[src/fnsyn_regs.svh]
// Purpose: constants of the synthesizer loop configuration block
// Assumes: serial frame of 24 bits, address in the top two bits
// Notes:   field positions index the received frame
`ifndef FNSYN_REGS_SVH
`define FNSYN_REGS_SVH

`define FNSYN_FRAME_W        24
`define FNSYN_ADDR_HI        23
`define FNSYN_ADDR_LO        22
`define FNSYN_ADDR_DEVICE    2'h0
`define FNSYN_ADDR_MAIN      2'h1
`define FNSYN_ADDR_DIVIDE    2'h2
`define FNSYN_ADDR_GAIN      2'h3
// device word
`define FNSYN_MODE_BIT       21
`define FNSYN_REFCNT_HI      11
`define FNSYN_REFCNT_LO      0
// main word
`define FNSYN_PRESC_HI       21
`define FNSYN_PRESC_LO       20
`define FNSYN_FRACMOD_HI     19
`define FNSYN_FRACMOD_LO     15
`define FNSYN_FRACNUM_HI     14
`define FNSYN_FRACNUM_LO     11
`define FNSYN_MPOST_HI       10
`define FNSYN_MPOST_LO       9
`define FNSYN_MPOL_BIT       8
`define FNSYN_G_HI           7
`define FNSYN_G_LO           4
// divide word
`define FNSYN_ND_HI          21
`define FNSYN_ND_LO          12
`define FNSYN_AUXDIV_HI      11
`define FNSYN_AUXDIV_LO      0
// gain word
`define FNSYN_MGAIN_HI       21
`define FNSYN_MGAIN_LO       14
`define FNSYN_PGAIN_HI       13
`define FNSYN_PGAIN_LO       10
`define FNSYN_IGAIN_HI       9
`define FNSYN_IGAIN_LO       6
`define FNSYN_APOST_HI       5
`define FNSYN_APOST_LO       4
`define FNSYN_APOL_BIT       3
// reset values and codes
`define FNSYN_PRESC_TWO_MOD    2'h1
`define FNSYN_PRESC_THREE_MOD  2'h2
`define FNSYN_FRACMOD_LEG_FIVE 5'h00
`define FNSYN_MOD_FIVE       5'h05
`define FNSYN_MOD_EIGHT      5'h08
`define FNSYN_G_SHORT        4'hf
// speed-up span is 16 comparison periods per step of its code
`define FNSYN_SPEEDUP_SHIFT  4
`define FNSYN_REFCNT_RESET   12'h001

`endif

[src/fnsyn_pkg.sv]
// Purpose: types of the synthesizer loop configuration block
// Assumes: nothing
// Notes:   field widths follow the serial frame layout
package fnsyn_pkg;

   typedef enum logic [1:0]
   {
      FNSYN_PRESC_64_65    = 2'h0,
      FNSYN_PRESC_64_65_72 = 2'h1,
      FNSYN_PRESC_32_33    = 2'h3
   } fnsyn_presc_e;

   typedef enum logic [1:0]
   {
      FNSYN_SU_IDLE = 2'h0,
      FNSYN_SU_RUN  = 2'h1
   } fnsyn_su_e;

   typedef struct packed
   {
      logic        enhanced;
      logic [11:0] refCount;
   } fnsyn_dev_s;

   typedef struct packed
   {
      logic [1:0] prescCfg;
      logic [4:0] fracMod;
      logic [3:0] fracNum;
      logic [1:0] mainPost;
      logic       mainPol;
      logic [3:0] speedCode;
   } fnsyn_main_s;

   typedef struct packed
   {
      logic [7:0] mainGain;
      logic [3:0] propGain;
      logic [3:0] integGain;
      logic [1:0] auxPost;
      logic       auxPol;
   } fnsyn_gain_s;

endpackage

[src/fnsyn_postscale.sv]
// Purpose: reference postscaler, divides a tick stream by 1, 2, 4 or 8
// Assumes: tickIn is a one-cycle enable
// Notes:   used for both the main and the auxiliary phase detector
`timescale 1ns/100ps
module fnsyn_postscale
   import fnsyn_pkg::*;
(
   input  wire logic       clk,
   input  wire logic       srst,
   input  wire logic       tickIn,
   input  wire logic [1:0] sel,
   output logic            tickOut
);

   logic [2:0] cnt_r;
   logic [2:0] lim;

   assign lim = 3'((4'h1 << sel) - 4'h1);

   always_ff @(posedge clk)
   begin
      if (srst)
         cnt_r <= 3'h0;
      else if (tickIn)
         cnt_r <= (cnt_r >= lim) ? 3'h0 : cnt_r + 3'h1;
   end

   // wrap point of the count marks one output tick
   assign tickOut = tickIn && (cnt_r >= lim);

   property p_div_one;
      @(posedge clk) disable iff (srst) (sel == 2'h0 && tickIn) |-> tickOut;
   endproperty
   a_div_one: assert property (p_div_one) else $error("postscale by one dropped a tick");

   property p_div_eight;
      @(posedge clk) disable iff (srst) (sel == 2'h3 && tickOut) |-> cnt_r == 3'h7;
   endproperty
   a_div_eight: assert property (p_div_eight) else $error("postscale by eight fired early");

endmodule

[src/fnsyn_frac_accum.sv]
// Purpose: fractional accumulator of the main loop
// Assumes: numerator below modulus is the host's duty
// Notes:   an oversized numerator still wraps but gives a carry every step
`timescale 1ns/100ps
module fnsyn_frac_accum
   import fnsyn_pkg::*;
(
   input  wire logic       clk,
   input  wire logic       srst,
   input  wire logic       step,
   input  wire logic [3:0] numer,
   input  wire logic [4:0] modulus,
   output logic            carry,
   output logic [4:0]      accum
);

   logic [5:0] sum;
   logic       over;

   assign sum  = {1'b0, accum} + {2'h0, numer};
   assign over = sum >= {1'b0, modulus};

   always_ff @(posedge clk)
   begin
      if (srst)
         accum <= 5'h00;
      else if (step)
         accum <= over ? 5'(sum - {1'b0, modulus}) : sum[4:0];
   end

   always_ff @(posedge clk)
   begin
      if (srst)
         carry <= 1'b0;
      else if (step)
         carry <= over;
   end

   property p_accum_bound;
      @(posedge clk) disable iff (srst) $past(step) && numer < modulus && $past(numer) < $past(modulus)
         && $stable(modulus) && $past(accum) < $past(modulus) |-> accum < modulus;
   endproperty
   a_accum_bound: assert property (p_accum_bound) else $error("accumulator left its modulus");

endmodule

[src/fnsyn_loop_config.sv]
// Purpose: serial-programmed control of a dual-loop fractional-N synthesizer
// Assumes: clk is the reference input; serial pins synchronous to clk
// Notes:   frame of 24 bits shifted in on serial clock rises, taken on strobe rise
// Notes on behaviour
// - In legacy mode prescaler_config 1 picks the 64/65 prescaler and 2 the 64/65/72 prescaler.
// - In enhanced mode prescaler_config is ignored and the prescaler is always 32/33.
// - Legacy fraction_modulus 0 gives modulo five and 1 modulo eight; enhanced 1 to 16 gives that modulo.
// - fraction_numerator is what the fractional accumulator adds each step.
// - main_ref_postscale codes 0 to 3 divide the main comparison reference by 1, 2, 4 and 8.
// - In enhanced mode main_pump_polarity 0 is positive and 1 negative.
// - Enhanced speed-up codes 0 to 14 last (code+1) times reference_count times postscale times 16 periods.
// - Speed-up code 15 lasts under half a comparison period.
// - aux_ref_postscale codes 0 to 3 divide the auxiliary comparison reference by 1, 2, 4 and 8.
// - In enhanced mode aux_pump_polarity 0 is positive and 1 negative.
// - main_pump_gain sets the main pump gain in normal operation.
// - speedup_proportional_gain sets the proportional gain while speed-up runs.
// - speedup_integral_gain sets the integral gain while speed-up runs.
// - device_mode_select 0 is legacy emulation and 1 enhanced performance mode.
// - All fields arrive over serial clock, data and strobe, all driven by the host.
`timescale 1ns/100ps
`include "fnsyn_regs.svh"
module fnsyn_loop_config
   import fnsyn_pkg::*;
#(
   parameter int FRAME_W = `FNSYN_FRAME_W
)
(
   input  wire logic    clk,
   input  wire logic    srst,
   input  wire logic    serialClock,
   input  wire logic    serialData,
   input  wire logic    serialStrobe,
   output logic         enhancedMode,
   output fnsyn_presc_e prescMode,
   output logic [4:0]   fracModulus,
   output logic [9:0]   mainDivide,
   output logic [10:0]  mainRatio,
   output logic [11:0]  auxDivide,
   output logic [4:0]   fracAccum,
   output logic         mainPdTick,
   output logic         auxPdTick,
   output logic         mainPumpNegative,
   output logic         auxPumpNegative,
   output logic [7:0]   mainPumpGain,
   output logic [3:0]   propPumpGain,
   output logic [3:0]   integPumpGain,
   output logic         speedupActive
);

   fnsyn_dev_s          dev_r;
   fnsyn_main_s         main_r;
   fnsyn_gain_s         gain_r;
   logic [FRAME_W-1:0]  shift_r;
   logic                clkPrev_r;
   logic                strbPrev_r;
   logic                loadMain_r;
   logic [11:0]         refCnt_r;
   logic                refTick;
   logic                fracCarry;
   logic [1:0]          addr;
   logic                take;
   fnsyn_su_e           suState_r;
   fnsyn_su_e           suState_nxt;
   logic [23:0]         suCnt_r;
   logic [23:0]         suLen;
   logic [15:0]         pdPeriod;
   logic                suStart;
   logic                suEnhActive;
   logic [4:0]          modulusLegacy;

   ////////////////////////////////////////////////////////////////////////////
   // serial reception

   always_ff @(posedge clk)
   begin
      if (srst)
      begin
         clkPrev_r  <= 1'b0;
         strbPrev_r <= 1'b0;
      end
      else
      begin
         clkPrev_r  <= serialClock;
         strbPrev_r <= serialStrobe;
      end
   end

   always_ff @(posedge clk)
   begin
      if (srst)
         shift_r <= '0;
      else if (serialClock && !clkPrev_r)
         shift_r <= {shift_r[FRAME_W-2:0], serialData};
   end

   assign take = serialStrobe && !strbPrev_r;
   assign addr = shift_r[`FNSYN_ADDR_HI:`FNSYN_ADDR_LO];

   ////////////////////////////////////////////////////////////////////////////
   // configuration words

   always_ff @(posedge clk)
   begin
      if (srst)
      begin
         dev_r.enhanced <= 1'b0;
         dev_r.refCount <= `FNSYN_REFCNT_RESET;
      end
      else if (take && addr == `FNSYN_ADDR_DEVICE)
      begin
         dev_r.enhanced <= shift_r[`FNSYN_MODE_BIT];
         dev_r.refCount <= shift_r[`FNSYN_REFCNT_HI:`FNSYN_REFCNT_LO];
      end
   end

   always_ff @(posedge clk)
   begin
      if (srst)
      begin
         main_r.prescCfg  <= `FNSYN_PRESC_TWO_MOD;
         main_r.fracMod   <= `FNSYN_FRACMOD_LEG_FIVE;
         main_r.fracNum   <= 4'h0;
         main_r.mainPost  <= 2'h0;
         main_r.mainPol   <= 1'b0;
         main_r.speedCode <= `FNSYN_G_SHORT;
      end
      else if (take && addr == `FNSYN_ADDR_MAIN)
      begin
         main_r.prescCfg  <= shift_r[`FNSYN_PRESC_HI:`FNSYN_PRESC_LO];
         main_r.fracMod   <= shift_r[`FNSYN_FRACMOD_HI:`FNSYN_FRACMOD_LO];
         main_r.fracNum   <= shift_r[`FNSYN_FRACNUM_HI:`FNSYN_FRACNUM_LO];
         main_r.mainPost  <= shift_r[`FNSYN_MPOST_HI:`FNSYN_MPOST_LO];
         main_r.mainPol   <= shift_r[`FNSYN_MPOL_BIT];
         main_r.speedCode <= shift_r[`FNSYN_G_HI:`FNSYN_G_LO];
      end
   end

   always_ff @(posedge clk)
   begin
      if (srst)
      begin
         mainDivide <= 10'h000;
         auxDivide  <= 12'h000;
      end
      else if (take && addr == `FNSYN_ADDR_DIVIDE)
      begin
         mainDivide <= shift_r[`FNSYN_ND_HI:`FNSYN_ND_LO];
         auxDivide  <= shift_r[`FNSYN_AUXDIV_HI:`FNSYN_AUXDIV_LO];
      end
   end

   always_ff @(posedge clk)
   begin
      if (srst)
         gain_r <= '0;
      else if (take && addr == `FNSYN_ADDR_GAIN)
      begin
         gain_r.mainGain  <= shift_r[`FNSYN_MGAIN_HI:`FNSYN_MGAIN_LO];
         gain_r.propGain  <= shift_r[`FNSYN_PGAIN_HI:`FNSYN_PGAIN_LO];
         gain_r.integGain <= shift_r[`FNSYN_IGAIN_HI:`FNSYN_IGAIN_LO];
         gain_r.auxPost   <= shift_r[`FNSYN_APOST_HI:`FNSYN_APOST_LO];
         gain_r.auxPol    <= shift_r[`FNSYN_APOL_BIT];
      end
   end

   // a new channel word starts speed-up one cycle after it is taken
   always_ff @(posedge clk)
   begin
      if (srst)
         loadMain_r <= 1'b0;
      else
         loadMain_r <= take && addr == `FNSYN_ADDR_DIVIDE;
   end

   ////////////////////////////////////////////////////////////////////////////
   // mode decode

   assign enhancedMode = dev_r.enhanced;

   always_comb
   begin
      if (dev_r.enhanced)
         prescMode = FNSYN_PRESC_32_33;
      else if (main_r.prescCfg == `FNSYN_PRESC_THREE_MOD)
         prescMode = FNSYN_PRESC_64_65_72;
      else
         prescMode = FNSYN_PRESC_64_65;
   end

   // legacy codes above 1 are undefined and read as modulo eight
   assign modulusLegacy = (main_r.fracMod == `FNSYN_FRACMOD_LEG_FIVE) ? `FNSYN_MOD_FIVE : `FNSYN_MOD_EIGHT;
   // enhanced code 0 is outside 1..16 and is held at modulo one
   assign fracModulus = dev_r.enhanced ? ((main_r.fracMod == 5'h00) ? 5'h01 : main_r.fracMod)
                                       : modulusLegacy;

   assign mainPumpNegative = dev_r.enhanced && main_r.mainPol;
   assign auxPumpNegative  = dev_r.enhanced && gain_r.auxPol;

   ////////////////////////////////////////////////////////////////////////////
   // reference counter, postscalers, accumulator

   always_ff @(posedge clk)
   begin
      if (srst)
         refCnt_r <= 12'h000;
      else
         refCnt_r <= refTick ? 12'h000 : refCnt_r + 12'h001;
   end

   // a count of zero behaves as one
   assign refTick = (refCnt_r + 12'h001 >= dev_r.refCount);

   fnsyn_postscale u_mainPost
   (
      .clk     (clk),
      .srst    (srst),
      .tickIn  (refTick),
      .sel     (main_r.mainPost),
      .tickOut (mainPdTick)
   );

   fnsyn_postscale u_auxPost
   (
      .clk     (clk),
      .srst    (srst),
      .tickIn  (refTick),
      .sel     (gain_r.auxPost),
      .tickOut (auxPdTick)
   );

   fnsyn_frac_accum u_accum
   (
      .clk     (clk),
      .srst    (srst),
      .step    (mainPdTick),
      .numer   (main_r.fracNum),
      .modulus (fracModulus),
      .carry   (fracCarry),
      .accum   (fracAccum)
   );

   assign mainRatio = {1'b0, mainDivide} + {10'h000, fracCarry};

   ////////////////////////////////////////////////////////////////////////////
   // speed-up timer

   assign pdPeriod = {4'h0, (dev_r.refCount == 12'h000) ? 12'h001 : dev_r.refCount} << main_r.mainPost;

   always_comb
   begin
      if (main_r.speedCode == `FNSYN_G_SHORT)
         suLen = {9'h000, pdPeriod[15:1]} - {23'h0, |pdPeriod[15:1]};
      else
         suLen = 24'(({20'h0, main_r.speedCode} + 24'h1) * {8'h0, pdPeriod}) << `FNSYN_SPEEDUP_SHIFT;
   end

   assign suStart = loadMain_r && dev_r.enhanced && suLen != 24'h0;

   always_comb
   begin
      case (suState_r)
         FNSYN_SU_IDLE: suState_nxt = suStart ? FNSYN_SU_RUN : FNSYN_SU_IDLE;
         FNSYN_SU_RUN:  suState_nxt = (suCnt_r <= 24'h1 && !suStart) ? FNSYN_SU_IDLE : FNSYN_SU_RUN;
         default:       suState_nxt = FNSYN_SU_IDLE;
      endcase
   end

   always_ff @(posedge clk)
   begin
      if (srst)
         suState_r <= FNSYN_SU_IDLE;
      else
         suState_r <= suState_nxt;
   end

   // a fresh channel word restarts the full duration
   always_ff @(posedge clk)
   begin
      if (srst)
         suCnt_r <= 24'h0;
      else if (suStart)
         suCnt_r <= suLen;
      else if (suCnt_r != 24'h0)
         suCnt_r <= suCnt_r - 24'h1;
   end

   assign suEnhActive = (suState_r == FNSYN_SU_RUN);
   // legacy mode leaves the speed-up length to the host strobe width
   assign speedupActive = dev_r.enhanced ? suEnhActive : serialStrobe;

   assign mainPumpGain  = gain_r.mainGain;
   assign propPumpGain  = speedupActive ? gain_r.propGain : 4'h0;
   assign integPumpGain = speedupActive ? gain_r.integGain : 4'h0;

   ////////////////////////////////////////////////////////////////////////////
   // checks

   property p_presc_enh;
      @(posedge clk) disable iff (srst) enhancedMode |-> prescMode == FNSYN_PRESC_32_33;
   endproperty
   a_presc_enh: assert property (p_presc_enh) else $error("enhanced prescaler not 32/33");

   property p_presc_leg;
      @(posedge clk) disable iff (srst) !enhancedMode && main_r.prescCfg == 2'h2 |-> prescMode == FNSYN_PRESC_64_65_72;
   endproperty
   a_presc_leg: assert property (p_presc_leg) else $error("legacy three-modulus not selected");

   property p_mod_leg;
      @(posedge clk) disable iff (srst) !enhancedMode |-> fracModulus == ((main_r.fracMod == 5'h0) ? 5'h5 : 5'h8);
   endproperty
   a_mod_leg: assert property (p_mod_leg) else $error("legacy modulus decode wrong");

   property p_pol_leg;
      @(posedge clk) disable iff (srst) !enhancedMode |-> !mainPumpNegative && !auxPumpNegative;
   endproperty
   a_pol_leg: assert property (p_pol_leg) else $error("legacy polarity not positive");

   property p_ratio;
      @(posedge clk) disable iff (srst) fracCarry |-> mainRatio == mainDivide + 11'h1;
   endproperty
   a_ratio: assert property (p_ratio) else $error("carry did not raise ratio");

   property p_su_start;
      @(posedge clk) disable iff (srst) suStart |=> speedupActive && suCnt_r == $past(suLen);
   endproperty
   a_su_start: assert property (p_su_start) else $error("speed-up did not start");

   property p_su_end;
      @(posedge clk) disable iff (srst) enhancedMode && suEnhActive && suCnt_r == 24'h1 && !suStart
         |=> !speedupActive;
   endproperty
   a_su_end: assert property (p_su_end) else $error("speed-up overran its length");

   property p_gain_su;
      @(posedge clk) disable iff (srst) speedupActive |-> propPumpGain == gain_r.propGain
         && integPumpGain == gain_r.integGain;
   endproperty
   a_gain_su: assert property (p_gain_su) else $error("speed-up gains not applied");

   property p_mode;
      @(posedge clk) disable iff (srst) take && addr == 2'h0 |=> enhancedMode == $past(shift_r[21]);
   endproperty
   a_mode: assert property (p_mode) else $error("mode bit not taken");

endmodule

[config.mk]
export PLATFORM = sky130hd
export DESIGN_NAME = fnsyn_loop_config
export DESIGN_NICKNAME = d
export VERILOG_FILES = /design/src/fnsyn_pkg.sv /design/src/fnsyn_postscale.sv /design/src/fnsyn_frac_accum.sv /design/src/fnsyn_loop_config.sv
export VERILOG_INCLUDE_DIRS = /design/src
export SDC_FILE = /design/constraint.sdc
export NUM_CORES = 1
export LEC_CHECK = 0
export BUFFER_PORTS_ARGS = -buffer_cell sky130_fd_sc_hd__buf_2
export CAP_MARGIN = 20
export CORE_ASPECT_RATIO = 0.8
export CORE_UTILIZATION = 55
export CTS_BUF_LIST = sky130_fd_sc_hd__clkbuf_8
export DETAILED_ROUTE_END_ITERATION = 8
export GPL_ROUTABILITY_DRIVEN = 0
export MAX_ROUTING_LAYER = met4
export PLACE_DENSITY = 0.82
export SKIP_LAST_GASP = 1
export SLEW_MARGIN = 40
export SYNTH_ARGS = -nofsm -noshare
export SYNTH_HDL_FRONTEND = slang
export SYNTH_SLANG_ARGS = --single-unit
[constraint.sdc]
create_clock -name clk -period 8.9 [get_ports clk]
set_clock_uncertainty 0.05 [all_clocks]
set_input_delay 0.89 -clock clk [delete_from_list [all_inputs] [get_ports clk]]
set_output_delay 0.89 -clock clk [all_outputs]
set_load 0.01 [all_outputs]
* Word-level counts from Yosys, hierarchy flattened
Index checks and enable logic that the tools add are counted.
Word-level totals: bits in registers 149, bits of input ports 5, output and inout port bits 67, logic and storage cells 95
Operators by class: add/sub/neg operators 11, multiply operators 1, order comparisons 5, equal/unequal tests 6, shift-type cells 3, mux-type cells 18, reductions and logical operators 25
Operators by type and width (count):
- two-way mux 24 bit | 3
- nonzero test 24 bit | 2
- <= comparator 24 x 1 -> 1 bit (second input constant) | 1
- subtractor 24 x 1 -> 24 bit (second input constant) | 1
- multiplier 5 x 16 -> 20 bit | 1
- left shift 12 x 2 -> 16 bit | 1
- subtractor 15 x 1 -> 16 bit | 1
- two-way mux 5 bit | 3
- OR reduction 15 bit | 1
- logical AND 1 bit | 13
- adder 12 x 1 -> 12 bit (second input constant) | 1
- >= comparator 12 bit | 1
- logical NOT 12 bit | 1
- two-way mux 12 bit | 1
- two-way mux 4 bit | 3
- adder 10 x 1 -> 11 bit | 1
- adder 3 x 1 -> 3 bit (second input constant) | 2
- adder 5 x 4 -> 6 bit | 1
- equality test 2 bit (second input constant) | 3
- >= comparator 3 bit | 2
- >= comparator 6 x 5 -> 1 bit | 1
- two-way mux 3 bit | 2
- left shift 1 x 2 -> 3 bit (first input constant) | 2
- subtractor 3 x 1 -> 3 bit (second input constant) | 2
- other kinds (12) | 19

* Longest topological paths before layout
Gate-level depths: netlist of the first run.
depth in word-level cells 12, gate-level depth with buffers 23, mapped depth without buffers 21

* Modules after synthesis
From an unflattened synthesis of the first run, not the netlist that was laid out.
Unflattened totals: cell total of the unflattened synthesis 1299, area, all modules 10453.8 sq um
Modules (own cells, without submodules):
- fnsyn_loop_config | times used 1, cells each 1170, area an instance 9337.7 sq um, sequential area each 2722.6 sq um
- fnsyn_frac_accum | times used 1, cells each 75, area an instance 640.6 sq um, sequential area each 120.1 sq um
- fnsyn_postscale | times used 2, cells each 27, area an instance 237.7 sq um, sequential area each 60.1 sq um

* Worst setup path after synthesis of the first run
OpenSTA, ideal clock, no wires.
path kind flip-flop to flip-flop, from register main_r[0] (netlist name), to register suCnt_r[19], library setup time 0.121 ns, arrival 6.246 ns, slack 2.483 ns, stages on the path, launching flop included 23, path buffers 5, period minus slack after synthesis 6.417 ns, cell sequence dfxtp_1 -> ha_1 -> and3_1 -> clkbuf_1 -> clkbuf_1 -> clkbuf_1 -> nand2_1 -> fa_1 -> inv_1 -> fa_1 -> fa_1 -> ha_1 -> clkbuf_1 -> nand3_1 -> a211oi_1 -> o41ai_2 -> a31oi_1 -> xor2_1 -> or4b_1 -> a21oi_2 -> nand2_4 -> buf_6 -> mux2_4
Between the ends: word-level cells in the longest chain between the ends 6, elaborated cells between the ends (all ways) 8
RTL lines:
- start: declaration | line fnsyn_loop_config.sv:51 | fnsyn_main_s main_r;
- adder 4 x 1 -> 5 bit | line fnsyn_loop_config.sv:254 | suLen = 24'(({20'h0, main_r.speedCode} + 24'h1) * {8'h0, pdPeriod}) << `FNSYN_SPEEDUP_SHIFT;
- multiplier 5 x 16 -> 20 bit | line fnsyn_loop_config.sv:254
- two-way mux 24 bit (*) | line fnsyn_loop_config.sv:251 | if (main_r.speedCode == `FNSYN_G_SHORT)
- nonzero test 24 bit | line fnsyn_loop_config.sv:257 | assign suStart = loadMain_r && dev_r.enhanced && suLen != 24'h0;
- logical AND 1 bit | line fnsyn_loop_config.sv:257
- two-way mux 24 bit / nonzero test 2 bit (equally long branches)
- end signal: assignment | line fnsyn_loop_config.sv:282 | suCnt_r <= suLen;
- end signal: assignment | line fnsyn_loop_config.sv:284 | suCnt_r <= suCnt_r - 24'h1;
- end: declaration | line fnsyn_loop_config.sv:64 | logic [23:0] suCnt_r;
Mark *: on every way between the ends. The rest lies on a longest branch, timed or not. A chain may end at the register's enable or synchronous reset.

* Worst setup path after layout of the first run
from register dev_r[2] (netlist name), to register suCnt_r[19]
Between the ends: word-level cells in the longest chain between the ends 9, elaborated cells between the ends (all ways) 11
RTL lines:
- start: declaration | line fnsyn_loop_config.sv:50 | fnsyn_dev_s dev_r;
- logical NOT 12 bit | line fnsyn_loop_config.sv:247 | assign pdPeriod = {4'h0, (dev_r.refCount == 12'h000) ? 12'h001 : dev_r.refCount} << main_r.mainPost;
- two-way mux 12 bit (*) | line fnsyn_loop_config.sv:247
- left shift 12 x 2 -> 16 bit (*) | line fnsyn_loop_config.sv:247
- branches (longest 2 deep; another with multiplier 5 x 16 -> 20 bit)
- two-way mux 24 bit (*) | line fnsyn_loop_config.sv:251
- nonzero test 24 bit | line fnsyn_loop_config.sv:257
- logical AND 1 bit | line fnsyn_loop_config.sv:257
- two-way mux 24 bit / nonzero test 2 bit (equally long branches)
Every way passes the cells marked *.

==> summary.md, run 1 <==
| Metric | Value |
|---|---|
| Fin Setup TNS | 0 ns |
| Clock slew at reported path FFs | 0.09 ns |
| Worst Hold Path EP | gain_r[6] |
| Largest net degree at the start of global routing | 67 |
| Fill cells | 1635 |
| PD cells | 135.4 nW/um2 |
| Syn_nets | 1457 |
| Synthesized flop and latch total | 148 |
| Antenna-violating nets left | 0 |
| # nets final | 1478 |
| R2r setup slk | 1.99 ns |
| Clock power share | 34.1% |
| Met2 wire length | 12.22 mm |
| Inst Count DP | 1606 |
| Chip width | 157.6 um |
| P_sw | 0.4948 mW |
| Port bufs | 71 |
| Fin. Hold Viols | 0 |
| Critical path class | reg -> reg |
| Netlist Area Pre-Place | 10650 um2 |
| Hold Crit Depth | 2 |
| Worst Path Required | 9.19 ns |
| Worst Tran Pin Value | 0.7428 ns |
| Max Used Layer | met4 |
| Post-CTS Resized | 0 |
| Die Span Y | 126.5 um |
| Layout cell share with drive strength beyond 1 | 12.83% |
| Seq/Total Area, Yosys | 27.81% |
| Power share of the sequential group | 47.0% |
| CP max-delay cell | or4b_1 |
| Part of the cycle the worst path needs | 77.59% |
| Gr usage total | 29.25% |
| Reg-to-reg startpoint | dev_r[2] |
| Post-synthesis cell type count | 84 |
| First-pass GRT wire length | 44.80 mm |
| HP Start | gain_r[6] |
| CTS buffer count | 17 |
| Syn_area_per_cell | 7.915 um2 |
| Initial core utilization | 56.15% |
| Metal-1 WL | 12.59 mm |
| Row cnt | 45 |
| Worst VDD drop | 165.2 uV |
| Area Growth Syn to Fin | 7.658% |
| Vias in the first global route | 8792 |
| Min-Delay Path Class | reg -> reg |
| DP Worst Slack | 2.049 ns |
| Multi-input logic area | 7111 um2 |
| Internal power | 1.058 mW |
| Clock Tree Root | clkbuf_8 |
| Switching Share | 31.87% |
| I/O pin count | 72 |
| CTS tree | built |
| Initial DRC count | 1244 |
| Asr flop ratio synth | 0% |
| Leakage | 4.954 nW |
| Critical path launch point type | flip-flop |
| Grt total ovfl | 0 |
| 1st-pass router iterations | 6 |
| Post-CTS setup buffers | 0 |
| Final Setup Violations | 0 |
| Core Area | 18970 um2 |
| RSZ-0062 raised after global routing | false |
| Cells along the critical path | nor4_2 > a31oi_1 > mux2_2 > a21oi_1 > nand2_1 > fa_1 > fa_1 > inv_1 > fa_1 > ha_1 > a21oi_1 > o211ai_1 > a221oi_2 > a21oi_1 > xor2_1 > or4b_1 > a21oi_2 > nand2_4 > mux2_4 |
| R2R depth | 19 |
| Worst r2r dst | suCnt_r[19] |
| Slew margin rel. | 49.06% |
| HPWL after DPL | 20.92 mm |
| Post-synth EDFFs | 0 |
| # DRC | 0 |
| Synth Instances | 1346 |
| Critical path launch point | dev_r[2] |
| Diodes inserted | 0 |
| Worst Path Max Fanout | 17 |
| Period minus WS final | 6.905 ns |
| Die area | 19930 um2 |
| Comb pwr share | 18.9% |
| Clock latency on the worst-skew pair | 0.44 ns |
| Met3 WL post-DR | 2.594 mm |
| Max H-tree Level | 4 |
| CTS sink cnt | 148 |
| WL final | 27.98 mm |
| Buffer depth of the longest clock path | 2 |
| Final cell count without fillers | 1638 |
| Vias per cell | 6.040 |
| Critical Path Max Stage Delay | 0.57 ns |
| Util after Layout | 60.45% |
| FMAX | 144.8 MHz |
| Ys flop type | dfxtp_1 |
| Sequential Area | 2964 um2 |
| Ys Warns | 0 |
| DR WL/cell | 17.08 um |
| Worst setup EP type | flip-flop |
| Pwr Total | 1.553 mW |
| Crit path arrival time | 7.19 ns |
| Status | complete, no violations |
| Hold_buf cts | 0 |
| Final setup margin | 1.995 ns |
| Pins over their slew limit | 0 |
| # Max-Cap Violations | 0 |
| Initial antenna violation count | 0 |
| Vias after detailed routing | 9893 |
layer usage:
metal  vias up  global-route usage (%)
met5         -                       -
met4         0                   7.253
met3        59                   5.808
met2       471                   41.15
met1      4709                   42.55
li1       4654                       -
through the flow:
step | cell area [um2] | hold WS (ns)
6_report | 11470 | 0.4031
5_1_grt | 11470 | 0.4234
4_1_cts | 11450 | 0.4055
3_5_place_dp | 11050 | 0.3935
3_3_place_gp | 11040 | 0.3896
2_1_floorplan | 10650 | 0.3817
power groups by stage:
stage,combinational (mW),clock [mW],sequential (mW)
final,0.293,0.530,0.730
after global routing,0.327,0.559,0.733
after CTS,0.288,0.531,0.728
after detailed placement,0.286,0,0.742
after global placement,0.277,0,0.741
after floorplan,0.237,0,0.733
kinds of logic (layout without fill, tap and decap cells):
kind of cell | Yosys count | in the layout | synth area share [%]
flops | 148 | 148 | 27.81
compound gates | 287 | 287 | 17.73
mux | 44 | 44 | 5.203
xor+xnor | 53 | 53 | 4.357
fa+ha+maj | 106 | 106 | 15.34
simple gates | 564 | 564 | 23.84
buf+inv | 144 | 178 | 5.719
registers in the layout, summed over array words and instances, names as in the netlist, 3 cells and up:
| signal | count |
|---|---|
| shift_r | 24 |
| u_accum.accum | 5 |
| u_auxPost.cnt_r | 3 |
| mainPumpGain | 8 |
| refCnt_r | 12 |
| dev_r | 12 |
| auxDivide | 12 |
| suCnt_r | 24 |
| main_r | 18 |
| gain_r | 11 |
| u_mainPost.cnt_r | 3 |
| mainDivide | 10 |
critical path: cells and delay by family, from the launching register on:
| family | cells | cell delay, ns |
|---|---|---|
| buf+inv | 1 | 0.06 |
| xor+xnor | 1 | 0.16 |
| flops | 1 | 0.41 |
| mux | 2 | 0.73 |
| fa+ha+maj | 4 | 1.93 |
| simple gates | 4 | 1.29 |
| compound gates | 7 | 2.16 |
cells in the final DEF, fill, tap and decap left out, drive strengths merged, types with 12 or more instances in the layout:
cell    netlist  routed
nor3         21      21
a211oi       14      14
mux2         22      22
clkbuf       51      17
nand2b       12      12
nand3        44      44
nor2b        31      31
a21o         24      24
o211ai       12      12
o21ai        22      22
fa           41      41
mux2i        18      18
ha           65      65
inv          65      73
buf          27      80
and3         16      16
nor2         96      96
a21oi       143     143
dfxtp       148     148
nand2       287     287
xor2         19      19
xnor2        34      34
cell type report:
| cell class | instances | share of cell area [%] |
|---|---|---|
| clock inverters | 15 | 1.440 |
| repair buffers | 80 | 3.709 |
| multi-input cells | 1054 | 61.99 |
| well taps | 258 | 2.814 |
| clock buffers | 17 | 2.040 |
| inverters | 66 | 2.160 |
| flip-flops and latches | 148 | 25.84 |
cells in the mapped netlist (5+ instances only):
cell	instances	share of area [%]
nand2_1	286	10
dfxtp_1	148	28
a21oi_1	141	6.6
nor2_1	95	3.3
ha_1	65	7.6
inv_1	64	2.3
clkbuf_1	51	1.8
nand3_1	44	2.1
fa_1	41	7.7
xnor2_1	34	2.8
nor2b_1	31	1.8
a21o_1	24	1.7
nor3_1	21	0.99
o21ai_0	21	0.99
mux2_2	19	2.0
xor2_1	19	1.6
and3_1	16	0.94
mux2i_1	16	1.5
a211oi_1	13	0.92
nand2b_1	12	0.70
o211ai_1	12	0.85
buf_4	10	0.70
o31ai_1	10	0.70
and2_1	9	0.53
nand4_1	8	0.47
nor4_1	8	0.47
or3_1	8	0.47
buf_1	7	0.25
buf_2	7	0.33
or2_2	7	0.41
o211a_1	6	0.56
a31oi_1	5	0.29
worst max-delay path by stage:
stage	slack, ns	end
2_1_floorplan	2.48	suCnt_r[19]
3_3_place_gp	2.11	suCnt_r[19]
3_5_place_dp	2.05	suCnt_r[22]
4_1_cts	2.02	suCnt_r[19]
5_1_grt	1.65	suCnt_r[22]
6_report	1.99	suCnt_r[19]
No activity file was read; power rests on OpenSTA's default activity.
==> run 2: changes to the inputs <==
==> constraint.sdc (replaced) <==
create_clock -name clk -period 7.2 [get_ports clk]
set_clock_uncertainty 0.05 [all_clocks]
set_input_delay 0.72 -clock clk [delete_from_list [all_inputs] [get_ports clk]]
set_output_delay 0.72 -clock clk [all_outputs]
set_load 0.01 [all_outputs]
==> run 2 against run 1 <==
  * Routed wire length decreased by 0.89%
  * Hold slack about the same
  * Die area unchanged
  * Largest cell class unchanged
==> summary.md, run 2 (synthesis results as in run 1) <==
| Metric | Value |
|---|---|
| Status | complete, no violations |
| Final Instance Area | 11510 um2 |
| Worst Hold Path EP | gain_r[6] |
| Diodes inserted | 0 |
| R2R depth | 19 |
| CTS buffer count | 17 |
| WL final | 27.73 mm |
| Largest net degree at the start of global routing | 98 |
| Worst Path Max Fanout | 17 |
| Gr usage total | 29.33% |
| Leakage | 4.974 nW |
| HP Start | gain_r[6] |
| Port bufs | 71 |
| Clock slew at reported path FFs | 0.10 ns |
| Core Area | 18970 um2 |
| Worst Tran Pin Value | 0.7382 ns |
| WP depth | 19 |
| HPWL after DPL | 21.02 mm |
| Pins over their slew limit | 0 |
| Initial DRC count | 1258 |
| CTS sink cnt | 148 |
| Reg-to-reg startpoint | dev_r[2] |
| Clock latency on the worst-skew pair | 0.45 ns |
| Post-CTS setup buffers | 0 |
| Placed Area | 11100 um2 |
| Fill cells | 1667 |
| DP Worst Slack | 0.4630 ns |
| Initial core utilization | 56.15% |
| RSZ-0062 raised after global routing | false |
| Post-CTS Resized | 0 |
| Critical path launch point | dev_r[2] |
| R2r setup slk | 0.39 ns |
| Slew margin rel. | 50.27% |
| Final cell count without fillers | 1645 |
| # Max-Cap Violations | 0 |
| # DRC | 0 |
| Grt total ovfl | 0 |
| Antenna-violating nets left | 0 |
| Layout cell share with drive strength beyond 1 | 13.19% |
| Util after Layout | 60.66% |
| Final Setup Violations | 0 |
| PD cells | 166.8 nW/um2 |
| Clock Tree Root | clkbuf_8 |
| CP max-delay cell | or4b_1 |
| Critical path class | reg -> reg |
| # nets final | 1485 |
| Buffer depth of the longest clock path | 2 |
| Chip width | 157.6 um |
| Vias after detailed routing | 9969 |
| Fin. Hold Viols | 0 |
| Commonest non-fill, non-tap cell in the layout | nand2_1 |
| Part of the cycle the worst path needs | 94.65% |
| Initial antenna violation count | 0 |
| Multi-input logic area | 7101 um2 |
| Inst Count DP | 1613 |
| Area Growth Syn to Fin | 8.033% |
| Vias in the first global route | 9039 |
| Critical Path Max Stage Delay | 0.57 ns |
| Row cnt | 45 |
| Largest regs | shift_r x24, suCnt_r x24, main_r x18 |
| Fin Setup TNS | 0 ns |
| Max H-tree Level | 4 |
| Worst Path Required | 7.49 ns |
| Final setup margin | 0.3854 ns |
| Min-Delay Path Class | reg -> reg |
| Worst r2r dst | suCnt_r[12] |
| Die Span Y | 126.5 um |
| FMAX | 146.7 MHz |
| Crit path arrival time | 7.10 ns |
| Sequential Area | 2964 um2 |
| Vias per cell | 6.060 |
| First-pass GRT wire length | 45.28 mm |
| Commonest non-fill, non-tap cells in the layout | nand2_1 (285), dfxtp_1 (147), a21oi_1 (141) |
| Die area | 19930 um2 |
| Worst setup EP type | flip-flop |
| I/O pin count | 72 |
| 1st-pass router iterations | 8 |
| DR WL/cell | 16.86 um |
| Pwr Total | 1.919 mW |
| Largest delay contributor family on the critical path | compound AO/OA/AOI/OAI gates |
| Period minus WS final | 6.815 ns |
| Hold WS | 0.4030 ns |
| CTS tree | built |
| Buf/Inv on CP | 1 |
| Cells along the critical path | nor4_2 > a31oi_1 > mux2_2 > a21oi_1 > nand2_1 > fa_1 > fa_1 > inv_1 > fa_1 > ha_1 > a21oi_1 > o211ai_1 > a221oi_2 > a21oi_1 > xor2_1 > or4b_1 > a21oi_2 > nand2_4 > mux2_2 |
| Critical path launch point type | flip-flop |
| Worst VDD drop | 192.2 uV |
| Hold Crit Depth | 2 |
| Hold_buf cts | 0 |
-- run 2: power by group --
| part | internal (mW) | switching, mW | total, mW |
|---|---|---|---|
| Combinational | 0.159 | 0.209 | 0.367 |
| Clock | 0.289 | 0.361 | 0.650 |
| Sequential | 0.859 | 0.0433 | 0.902 |
| Total | 1.31 | 0.613 | 1.92 |
-- run 2: how the worst max path moves through the flow --
stage / endpoint / slack [ns]
global route: suCnt_r[12] / 0.04
global placement: suCnt_r[21] / 0.61
detailed placement: suCnt_r[19] / 0.46
finish: suCnt_r[12] / 0.39
floorplan: suCnt_r[19] / 0.78
CTS: suCnt_r[12] / 0.47
-- run 2: tightest hold or removal path, delay by kind of cell (launching register included) --
kind,cells,cell delay [ns]
AOI/OAI and AO/OA,1,0.05
DFF,1,0.32
and+or+nand+nor,1,0.05
-- run 2: metal layers --
layer	part of all wire (%)	global-route usage, %	vias up	routed length [um]
met5	0	-	-	0
met4	2.4	7.995	0	668
met3	11	9.019	76	2934
met2	43	40.66	488	11800
met1	44	40.84	4720	12330
li1	-	-	4685	-
-- run 2: layout make-up --
cell class	count	area share, %
Inverter	66	2.152
Sequential cell	148	25.75
Multi-Input combinational cell	1054	61.69
Tap cell	258	2.805
Clock buffer	17	2.033
Timing Repair Buffer	87	4.185
Clock inverter	15	1.381
==> run 3: changes to the inputs <==
--- a/config.mk
+++ b/config.mk
@@ -8,13 +8,15 @@
 export LEC_CHECK = 0
 export BUFFER_PORTS_ARGS = -buffer_cell sky130_fd_sc_hd__buf_2
 export CAP_MARGIN = 20
+export CELL_PAD_IN_SITES_DETAIL_PLACEMENT = 0
+export CELL_PAD_IN_SITES_GLOBAL_PLACEMENT = 1
 export CORE_ASPECT_RATIO = 0.8
-export CORE_UTILIZATION = 55
+export CORE_UTILIZATION = 48
 export CTS_BUF_LIST = sky130_fd_sc_hd__clkbuf_8
 export DETAILED_ROUTE_END_ITERATION = 8
 export GPL_ROUTABILITY_DRIVEN = 0
 export MAX_ROUTING_LAYER = met4
-export PLACE_DENSITY = 0.82
+export PLACE_DENSITY = 0.92
 export SKIP_LAST_GASP = 1
 export SLEW_MARGIN = 40
 export SYNTH_ARGS = -nofsm -noshare
==> run 3 against run 2 <==
  * Utilization is 7.2 points lower
  * Die area grew 14%
  * Cell count up 2.6%
  * First-iteration DRC count is 32% lower
  * Non-clock buffer count unchanged
  * Highest routed layer unchanged
  * Critical path depth unchanged
==> summary.md, run 3 (synthesis results as in run 1) <==
| Metric | Value |
|---|---|
| Status | complete, no violations |
| Worst Path Required | 7.51 ns |
| Fin Setup TNS | 0 ns |
| Chip width | 168.6 um |
| CP max-delay cell | or4b_1 |
| Leakage | 4.987 nW |
| Worst Path Max Fanout | 17 |
| Largest regs | shift_r x24, suCnt_r x24, main_r x18 |
| Die area | 22800 um2 |
| Worst setup EP type | flip-flop |
| Final cell count without fillers | 1687 |
| Slew margin rel. | 41.07% |
| DR WL/cell | 16.75 um |
| Power share of the sequential group | 46.7% |
| Vias in the first global route | 8672 |
| Period minus WS final | 6.677 ns |
| Vias per cell | 5.700 |
| Pins over their slew limit | 0 |
| FMAX | 149.8 MHz |
| Layout cell share with drive strength beyond 1 | 13.05% |
| Initial core utilization | 49.14% |
| Diodes inserted | 0 |
| Worst Tran Pin Value | 0.8747 ns |
| Fill cells | 2079 |
| Critical path class | reg -> reg |
| I/O pin count | 72 |
| Post-CTS Resized | 0 |
| Cells along the critical path | nor4_2 > a31oi_1 > mux2_2 > a21oi_1 > nand2_1 > fa_1 > fa_1 > inv_1 > fa_1 > ha_1 > a21oi_1 > o211ai_1 > a221oi_2 > a21oi_1 > xor2_1 > or4b_1 > a21oi_2 > nand2_4 > mux2_2 |
| Part of the cycle the worst path needs | 92.73% |
| Clock power share | 34.4% |
| CTS tree | built |
| Hold WS | 0.4041 ns |
| Max H-tree Level | 4 |
| P_sw | 0.6420 mW |
| # DRC | 0 |
| Core Area | 21680 um2 |
| Port bufs | 71 |
| Hold_buf cts | 0 |
| Final setup margin | 0.5233 ns |
| Placed Area | 11150 um2 |
| Row cnt | 48 |
| Initial DRC count | 857 |
| Commonest non-fill, non-tap cell in the layout | nand2_1 |
| Clock Tree Root | clkbuf_8 |
| Antenna-violating nets left | 0 |
| WL final | 28.26 mm |
| Buffer depth of the longest clock path | 2 |
| Grt total ovfl | 0 |
| Clock slew at reported path FFs | 0.10 ns |
| Final Instance Area | 11580 um2 |
| R2r setup slk | 0.52 ns |
| DP Worst Slack | 0.3983 ns |
| Clock latency on the worst-skew pair | 0.47 ns |
| # Max-Cap Violations | 0 |
| Inst Count DP | 1655 |
| HPWL after DPL | 21.37 mm |
| Worst VDD drop | 133.1 uV |
| Gr usage total | 25.88% |
| Final Setup Violations | 0 |
| Pwr Total | 1.926 mW |
| Comb pwr share | 18.9% |
| CTS sink cnt | 148 |
| Area Growth Syn to Fin | 8.691% |
| Critical Path Max Stage Delay | 0.56 ns |
| RSZ-0062 raised after global routing | false |
| 1st-pass router iterations | 6 |
| Initial antenna violation count | 0 |
| Switching Share | 33.34% |
| Largest net degree at the start of global routing | 98 |
| Critical path launch point type | flip-flop |
| Fin. Hold Viols | 0 |
| Post-CTS setup buffers | 0 |
| Commonest non-fill, non-tap cells in the layout | nand2_1 (285), dfxtp_1 (147), a21oi_1 (141) |
| Internal power | 1.284 mW |
| CTS buffer count | 17 |
| Vias after detailed routing | 9616 |
| Util after Layout | 53.41% |
| # nets final | 1485 |
| Die Span Y | 135.3 um |
| Min-Delay Path Class | reg -> reg |
| Crit path arrival time | 6.98 ns |
| First-pass GRT wire length | 45.42 mm |
| PD cells | 166.3 nW/um2 |
## run 3: cell types whose count changed in the layout (fill, tap and decap cells not counted)
| cell | before | now |
|---|---|---|
| and3_1 | 15 | 16 |
| and3_2 | 1 | 0 |
| bufinv_16 | 1 | 0 |
| clkinv_2 | 1 | 0 |
| clkinv_4 | 2 | 1 |
| clkinv_8 | 0 | 6 |
| clkinvlp_4 | 2 | 0 |
| inv_6 | 4 | 5 |
| inv_8 | 5 | 3 |
| nor4_1 | 7 | 8 |
| nor4_2 | 2 | 1 |
## run 3: worst paths after layout
| path | start | to | cells after the start |
|---|---|---|---|
| setup / recovery | dev_r[2] | suCnt_r[3] | 19 |
| hold / removal | gain_r[7] | gain_r[7] | 2 |
| setup reg to reg | dev_r[2] | suCnt_r[3] | 19 |
| hold reg to reg | gain_r[7] | gain_r[7] | 2 |
## run 3: area by class of cell
type	count	area, um2	share of cell area [%]
clock inverters	15	183.9	1.588
multi-input cells	1054	7093	61.25
repair buffers	87	481.7	4.160
flip-flops and latches	148	2964	25.60
inverters	66	247.7	2.139
well taps	300	375.4	3.241
clock buffers	17	234.0	2.021
## run 3: power groups by stage
stage | Clock (mW) | Sequential, mW | Combinational (mW)
2_1_floorplan | 0 | 0.906 | 0.293
3_3_place_gp | 0 | 0.916 | 0.350
5_1_grt | 0.708 | 0.905 | 0.406
3_5_place_dp | 0 | 0.916 | 0.354
4_1_cts | 0.676 | 0.898 | 0.361
6_report | 0.662 | 0.899 | 0.364
## run 3: critical path, delay by kind of cell (launching register included)
family	cells	cell delay, ns
flops	1	0.41
buf+inv	1	0.06
mux	2	0.70
fa+ha+maj	4	1.92
xor+xnor	1	0.17
simple gates	4	1.27
compound gates	7	1.99
## run 3: metal layers
layer	GRT usage, %	wire length [um]	up-vias
met1	36.68	13460	4574
met4	6.869	485	0
met5	-	0	-
li1	-	-	4677
met3	6.281	2180	50
met2	36.42	12130	315
